--- config.mk ---
export PLATFORM = sky130hd
export DESIGN_NAME = lamp_brightness_updown_ctrl
export DESIGN_NICKNAME = d
export VERILOG_FILES = /design/src/hw/lamp_ctrl_pkg.sv /design/src/hw/lamp_brightness_updown_ctrl.sv
export SDC_FILE = /design/constraint.sdc
export NUM_CORES = 1
export LEC_CHECK = 0
export BUFFER_PORTS_ARGS = -buffer_cell sky130_fd_sc_hd__buf_2
export CORE_UTILIZATION = 50
export CTS_BUF_LIST = sky130_fd_sc_hd__clkbuf_8 sky130_fd_sc_hd__clkbuf_16
export DETAILED_ROUTE_END_ITERATION = 8
export PLACE_DENSITY = 0.74
export SYNTH_ARGS = -nofsm -noshare
export SYNTH_HDL_FRONTEND = slang
export SYNTH_SLANG_ARGS = --single-unit
--- constraint.sdc ---
create_clock -name mclk_i -period 5.7 [get_ports mclk_i]
set_input_delay 0.57 -clock mclk_i [delete_from_list [all_inputs] [get_ports mclk_i]]
set_output_delay 0.57 -clock mclk_i [all_outputs]
set_load 0.005 [all_outputs]
--- src/hw/lamp_ctrl_pkg.sv ---
// constants, register map and timing counts for the lamp brightness control
// assumes a single 200 MHz clock and an Avalon-MM register slave
package lamp_ctrl_pkg;

    // ----------------------------------------
    // clock and timing
    // ----------------------------------------
    localparam int CLK_HZ       = 200_000_000;
    localparam int OSC_FAST_HZ  = 290_000;
    localparam int OSC_SLOW_HZ  = 145_000;
    localparam int CHOP_HZ      = 280;
    localparam int OSC_FAST_CYC = CLK_HZ / OSC_FAST_HZ;
    localparam int OSC_SLOW_CYC = CLK_HZ / OSC_SLOW_HZ;
    localparam int CHOP_CYC     = CLK_HZ / CHOP_HZ;

    // ----------------------------------------
    // widths
    // ----------------------------------------
    localparam int LEVEL_W = 5;
    localparam int OSC_W   = 11;
    localparam int CHOP_W  = 20;
    localparam int ADDR_W  = 4;
    localparam int DATA_W  = 32;

    // ----------------------------------------
    // brightness levels
    // ----------------------------------------
    localparam logic [LEVEL_W-1:0] LEVEL_MID = 5'h10;
    localparam logic [LEVEL_W-1:0] LEVEL_MAX = 5'h1f;
    localparam logic [LEVEL_W-1:0] LEVEL_MIN = 5'h00;
    localparam logic [LEVEL_W-1:0] LEVEL_ONE = 5'h01;

    // ----------------------------------------
    // register byte offsets
    // ----------------------------------------
    localparam logic [ADDR_W-1:0] OFS_CTRL   = 4'h0;
    localparam logic [ADDR_W-1:0] OFS_CFG_A  = 4'h4;
    localparam logic [ADDR_W-1:0] OFS_CFG_B  = 4'h8;
    localparam logic [ADDR_W-1:0] OFS_STATUS = 4'hc;

    // ----------------------------------------
    // field positions
    // ----------------------------------------
    localparam int CTRL_SERIAL_BIT = 0;
    localparam int STAT_COUNT_LSB  = 0;
    localparam int STAT_DAC_LSB    = 8;
    localparam int STAT_LOW_POWER_OFF_N_BIT   = 16;
    localparam int STAT_CHOP_BIT   = 17;
    localparam int STAT_SW_BIT     = 18;
    localparam int STAT_SUSP_BIT   = 19;

    // ----------------------------------------
    // reset values
    // ----------------------------------------
    localparam logic                CTRL_SERIAL_RST = 1'b0;
    localparam logic [LEVEL_W-1:0]  CFG_RST         = 5'h10;

endpackage

--- src/hw/lamp_brightness_updown_ctrl.sv ---
// digital core of a cold-cathode lamp driver: up/down brightness counter,
// switching oscillator, low-rate current chopping and switch gating
// assumes pin inputs synchronous to mclk_i and comparators outside as levels
//
// How it works
// increment rising edge adds one to count
// decrement rising edge subtracts one from count
// both inputs high load mid-scale
// host holds pulses high and low 1 us
// host spaces increment and decrement by 1 us
// shutdown low stops switch, low power
// suspend input picks one of two configs
// oscillator 290 kHz at reference, else 145
// floor input at supply chops at 280 Hz
// open tube above reference forces switch off
// lamp off discharges soft-start node
// current above limit ends switch cycle
// power-up counter value is mid-scale 10000
// counter saturates at 0 and 31
// counter keeps value and counts in shutdown
//
// The address map and the Avalon-MM interface to the registers were decided locally.
`timescale 1ns/1ps

module lamp_brightness_updown_ctrl #(
    parameter int CHOP_CYC = lamp_ctrl_pkg::CHOP_CYC
) (
    // clock and reset
    input  wire logic        mclk_i,
    input  wire logic        rst_n_i,
    // brightness pulses from host
    input  wire logic        increment_pulse_i,
    input  wire logic        decrement_pulse_i,
    // pin-level controls and comparator results
    input  wire logic        low_power_off_n_i,
    input  wire logic        suspend_config_select_i,
    input  wire logic        sync_at_ref_i,
    input  wire logic        floor_level_in_i,
    input  wire logic        open_tube_above_ref_i,
    input  wire logic        cs_above_loop_limit_i,
    // lamp drive
    output logic [4:0]       dac_code_o,
    output logic             power_switch_o,
    output logic             ss_discharge_o,
    // avalon-mm register slave
    input  wire logic [3:0]  address_i,
    input  wire logic        read_i,
    input  wire logic        write_i,
    input  wire logic [31:0] writedata_i,
    input  wire logic [3:0]  byteenable_i,
    output logic [31:0]      readdata_o,
    output logic             waitrequest_o
);

    // ----------------------------------------
    // state
    // ----------------------------------------
    typedef struct packed {
        logic [4:0]  count;
        logic        inc_prev;
        logic        dec_prev;
        logic [4:0]  dac;
        logic [10:0] osc;
        logic        sw_on;
        logic [19:0] chop;
        logic        chop_on;
        logic        ss_dis;
        logic        serial_mode;
        logic [4:0]  cfg_a;
        logic [4:0]  cfg_b;
        logic        waitreq;
        logic [31:0] rdata;
    } state_t;

    localparam state_t STATE_RST = '{
        count:       lamp_ctrl_pkg::LEVEL_MID,
        inc_prev:    1'b0,
        dec_prev:    1'b0,
        dac:         lamp_ctrl_pkg::LEVEL_MID,
        osc:         11'h000,
        sw_on:       1'b0,
        chop:        20'h00000,
        chop_on:     1'b1,
        ss_dis:      1'b1,
        serial_mode: lamp_ctrl_pkg::CTRL_SERIAL_RST,
        cfg_a:       lamp_ctrl_pkg::CFG_RST,
        cfg_b:       lamp_ctrl_pkg::CFG_RST,
        waitreq:     1'b1,
        rdata:       32'h0000_0000
    };

    localparam logic [10:0] OSC_FAST_LAST = 11'(lamp_ctrl_pkg::OSC_FAST_CYC - 1);
    localparam logic [10:0] OSC_SLOW_LAST = 11'(lamp_ctrl_pkg::OSC_SLOW_CYC - 1);
    localparam logic [19:0] CHOP_LAST     = 20'(CHOP_CYC - 1);

    state_t st_r;
    state_t st_nxt;

    // ----------------------------------------
    // register read decode
    // ----------------------------------------
    function automatic logic [31:0] reg_read(input state_t s, input logic [3:0] a, input logic low_power_off_n_n,
                                             input logic floor, input logic susp);
        logic [31:0] d;
        d = 32'h0000_0000;
        unique case (a)
            lamp_ctrl_pkg::OFS_CTRL:   d[lamp_ctrl_pkg::CTRL_SERIAL_BIT] = s.serial_mode;
            lamp_ctrl_pkg::OFS_CFG_A:  d[4:0] = s.cfg_a;
            lamp_ctrl_pkg::OFS_CFG_B:  d[4:0] = s.cfg_b;
            lamp_ctrl_pkg::OFS_STATUS: begin
                d[lamp_ctrl_pkg::STAT_COUNT_LSB +: 5] = s.count;
                d[lamp_ctrl_pkg::STAT_DAC_LSB +: 5]   = s.dac;
                d[lamp_ctrl_pkg::STAT_LOW_POWER_OFF_N_BIT]       = ~low_power_off_n_n;
                d[lamp_ctrl_pkg::STAT_CHOP_BIT]       = floor;
                d[lamp_ctrl_pkg::STAT_SW_BIT]         = s.sw_on;
                d[lamp_ctrl_pkg::STAT_SUSP_BIT]       = susp;
            end
            default:                   d = 32'h0000_0000;
        endcase
        return d;
    endfunction

    // ----------------------------------------
    // next state
    // ----------------------------------------
    always_comb begin
        logic        inc_rise;
        logic        dec_rise;
        logic        lamp_en;
        logic [10:0] osc_last;
        logic [25:0] chop_lim;
        inc_rise = 1'b0;
        dec_rise = 1'b0;
        lamp_en  = 1'b0;
        osc_last = 11'h000;
        chop_lim = 26'h0000000;
        st_nxt   = st_r;

        // one-cycle edge detect
        inc_rise = increment_pulse_i & ~st_r.inc_prev;
        dec_rise = decrement_pulse_i & ~st_r.dec_prev;
        st_nxt.inc_prev = increment_pulse_i;
        st_nxt.dec_prev = decrement_pulse_i;

        // counts regardless of shutdown
        if (increment_pulse_i && decrement_pulse_i) begin
            // both high preset
            st_nxt.count = lamp_ctrl_pkg::LEVEL_MID;
        end else if (inc_rise && st_r.count != lamp_ctrl_pkg::LEVEL_MAX) begin
            // saturating increment
            st_nxt.count = st_r.count + lamp_ctrl_pkg::LEVEL_ONE;
        end else if (dec_rise && st_r.count != lamp_ctrl_pkg::LEVEL_MIN) begin
            // saturating decrement
            st_nxt.count = st_r.count - lamp_ctrl_pkg::LEVEL_ONE;
        end

        // serial mode config select
        if (st_r.serial_mode) begin
            st_nxt.dac = suspend_config_select_i ? st_r.cfg_b : st_r.cfg_a;
        end else begin
            st_nxt.dac = st_r.count;
        end

        // low-rate chopping counter
        chop_lim = 26'((27'(st_r.dac) + 27'h1) * 27'(CHOP_CYC)) >> 5;
        if (floor_level_in_i) begin
            st_nxt.chop    = (st_r.chop == CHOP_LAST) ? 20'h00000 : st_r.chop + 20'h00001;
            st_nxt.chop_on = 26'(st_r.chop) < chop_lim;
        end else begin
            st_nxt.chop    = 20'h00000;
            st_nxt.chop_on = 1'b1;
        end

        // oscillator period select
        osc_last = sync_at_ref_i ? OSC_FAST_LAST : OSC_SLOW_LAST;
        st_nxt.osc = (st_r.osc >= osc_last) ? 11'h000 : st_r.osc + 11'h001;

        // lamp enable gating
        lamp_en = low_power_off_n_i & ~open_tube_above_ref_i & st_r.chop_on;
        if (!lamp_en || cs_above_loop_limit_i) begin
            // cycle ends on overcurrent
            st_nxt.sw_on = 1'b0;
        end else if (st_r.osc >= osc_last) begin
            st_nxt.sw_on = 1'b1;
        end

        // soft-start discharge when off
        st_nxt.ss_dis = ~low_power_off_n_i;

        // avalon slave, one wait cycle
        if (st_r.waitreq) begin
            if (read_i || write_i) begin
                st_nxt.waitreq = 1'b0;
                st_nxt.rdata   = read_i ? reg_read(st_r, address_i, low_power_off_n_i, floor_level_in_i,
                                                   suspend_config_select_i) : 32'h0000_0000;
            end
        end else begin
            st_nxt.waitreq = 1'b1;
            if (write_i && byteenable_i[0]) begin
                unique case (address_i)
                    lamp_ctrl_pkg::OFS_CTRL:  st_nxt.serial_mode = writedata_i[lamp_ctrl_pkg::CTRL_SERIAL_BIT];
                    lamp_ctrl_pkg::OFS_CFG_A: st_nxt.cfg_a = writedata_i[4:0];
                    lamp_ctrl_pkg::OFS_CFG_B: st_nxt.cfg_b = writedata_i[4:0];
                    default:                  st_nxt.rdata = st_r.rdata;
                endcase
            end
        end
    end

    // ----------------------------------------
    // registers
    // ----------------------------------------
    always_ff @(posedge mclk_i or negedge rst_n_i) begin
        if (!rst_n_i) begin
            // mid-scale at power-up
            st_r <= STATE_RST;
        end else begin
            st_r <= st_nxt;
        end
    end

    assign dac_code_o     = st_r.dac;
    assign power_switch_o = st_r.sw_on;
    assign ss_discharge_o = st_r.ss_dis;
    assign readdata_o     = st_r.rdata;
    assign waitrequest_o  = st_r.waitreq;
endmodule

==> results.py <==
metrics = {
    "setup_path": {
        "crit_path_start": "dac_code_o[0]$_DFF_PN0_",
        "cp_max_fo": 5,
        "max_stage_delay_ps": 540,
        "critPathBufInv": 3,
        "arrival_ps": 5780,
        "required_ps": 5990,
        "cp_slowest_cell": "fa_1",
        "end_kind": "register",
        "path_class": "register to register",
        "crit_family": "adder cells",
        "reg2reg_slack_ps": 210,
        "crit_path_start_kind": "register",
        "cpMostUsedCell": "a21o_1",
        "r2r_start": "dac_code_o[0]$_DFF_PN0_",
        "cp_cell_sequence": "ha_1, nand3_1, xor2_1, inv_1, ha_4, inv_1, fa_1, fa_1, inv_1, ha_4, a211oi_2, o21ai_1, and2_1, a21o_1, a21o_1, a21oi_2, xor2_1, ha_1, a21o_1, a21o_1, a2111oi_4, o211ai_1, nand3_1, mux2_4",
    },
    "floorplan": {
        "core_mm2": 0.0120,
        "die_h_um": 113,
        "start_util_pct": 51.2,
        "dieArea_mm2": 0.0127,
        "die_w_um": 113,
        "rows": 40,
        "io_pins": 92,
    },
    "drt": {
        "drtIter0Drc": 170,
        "vias": 4556,
        "post_drt_wl_per_cell_um": 15.2,
        "dr.pass1.iters": 4,
        "routed_wl_um": 12600,
        "vias_per_cell": 5.50,
        "drc": 0,
        "ant_nets": 0,
    },
    "yosys": {
        "syn-cell-area_mm2": 0.00612,
        "synth_most_common_cell": "ha_1",
        "yosysTopAreaCell": "dfrtp_1",
        "synth.top_cell.area_share_pct": 26.6,
        "postSynthAreaPerCell_um2": 9.50,
        "ys_warn_count": 0,
        "synth_area_leaders": "dfrtp_1 27%, ha_1 17%, fa_1 4.9%",
        "syn_inst": 644,
        "synth-edff-count": 0,
        "ys_seq_area_share_pct": 29.6,
        "synthFlopType": "dfrtp_1",
        "async_reset_ff_share_pct": 100,
        "ys_top_cells_by_count": "84 x ha_1, 65 x dfrtp_1, 53 x inv_1",
        "ys_types": 63,
        "synth-seq-cells": 72,
    },
    "cts": {
        "clock_path_buffers": 2,
        "ctsRootBufferMaster": "clkbuf_16",
        "cts_max_level": 3,
        "tritoncts": "built",
        "clk_pin_slew_ps": 60,
        "post_cts_buffers": 0,
        "ctsHoldBuffers": 0,
        "insertion_delay_ps": 350,
        "cts_sinks": 72,
        "ctsResizeCount": 0,
        "numCtsBuffers": 9,
    },
    "global_route": {
        "grtUsageTotal_pct": 21.2,
        "grt_overflow_total": 0,
        "grt_max_degree": 73,
        "antenna_found_initial": 0,
        "grt_pass1_wl_um": 21400,
        "grt_pass1_vias": 4527,
    },
    "placed_design": {
        "gp_congestion": 0.942,
        "hpwl_um": 9550,
        "dp.cells": 812,
        "port_buffers": 43,
    },
    "finish": {
        "final_cells": 828,
        "area_delta_synth_final_pct": 9.80,
        "fillers": 1005,
        "fin_nets": 827,
        "drive_gt1_share_pct": 17.8,
        "antennaDiodeCount": 0,
        "post-route-util_pct": 56.2,
    },
    "outcome": {
        "outcome": "finished clean",
    },
    "flow_run": {
        "drv_cap": 0,
    },
    "worst_hold_path": {
        "hold_path_class": "input pin to register",
        "min_from": "low_power_off_n_i",
    },
    "timing": {
        "skew_ps": 7.89,
        "slew_headroom_pct": 26.6,
        "finalCriticalPeriod_ps": 5490,
        "final_hold_viol_count": 0,
        "period_share_pct": 96.3,
        "whs_ps": 376,
        "setup_viol": 0,
        "tightest_slew_ps": 1090,
        "tns_ps": 0,
        "drv_slew": 0,
        "timing.fmax_mhz": 182,
    },
}
per-stage QoR:
| step | setup slack, ps | cell area [um^2] |
|---|---|---|
| finish | 213 | 6720 |
| global route | -62.6 | 6720 |
| CTS | 15.7 | 6630 |
| detailed placement | 36.7 | 6330 |
| global placement | 155 | 6330 |
| floorplan | 312 | 6180 |
area by class of cell:
type	count	area, um^2	area share, %
Tap cell	147	184	2.74
Inverter	53	199	2.96
Clock inverter	7	78.8	1.17
Multi-Input combinational cell	486	3920	58.4
Sequential cell	72	1810	27.0
Timing Repair Buffer	54	298	4.43
Clock buffer	9	225	3.35
registers in the layout (all words and copies together) (netlist names):
name	count
st_r	50
readdata_o	14
power_switch_o	1
dac_code_o	5
waitrequest_o	1
ss_discharge_o	1
cell families (layout without fill, tap and decap cells):
group / count (synthesis) / after routing / share of synthesized area [%]
multiplexers: 24 / 24 / 4.52
XOR/XNOR: 57 / 57 / 8.16
other: 1 / 18 / 0.0613
AND/OR/NAND/NOR: 167 / 167 / 13.6
buffers and inverters: 103 / 123 / 8.71
adder cells (fa/ha/maj): 99 / 99 / 22.1
flip-flops: 72 / 72 / 29.6
AO/OA/AOI/OAI: 121 / 121 / 13.3
layer usage:
layer,routed length (um),global-route usage [%]
met1,5760,27.7
met2,6210,34.6
met3,345,3.19
met4,275,9.69
met5,0,0
placed cells by master (no fill, tap or decap), drive strengths merged, types with 28 or more instances in the layout:
cell	instances
ha	84
dfrtp	65
inv	55
buf	54
nor2	42
nand2	40
a21oi	35
xor2	34
o21ai	28
path summary, 6_finish.rpt:
check,endpoint,cells past startpoint
worst max-delay path,st_r[45]$_DFF_PN1_,24
worst min-delay path,ss_discharge_o$_DFF_PN1_,2
worst max register to register,st_r[45]$_DFF_PN1_,24
worst min register to register,readdata_o[2]$_DFFE_PN0P_,2
max in group asynchronous,st_r[49]$_DFF_PN0_,2
min in group asynchronous,st_r[73]$_DFF_PN0_,2
Power is left out: the tool's default activity adds up to more than one toggle a clock period on the data nets, which glitch-free logic cannot reach.
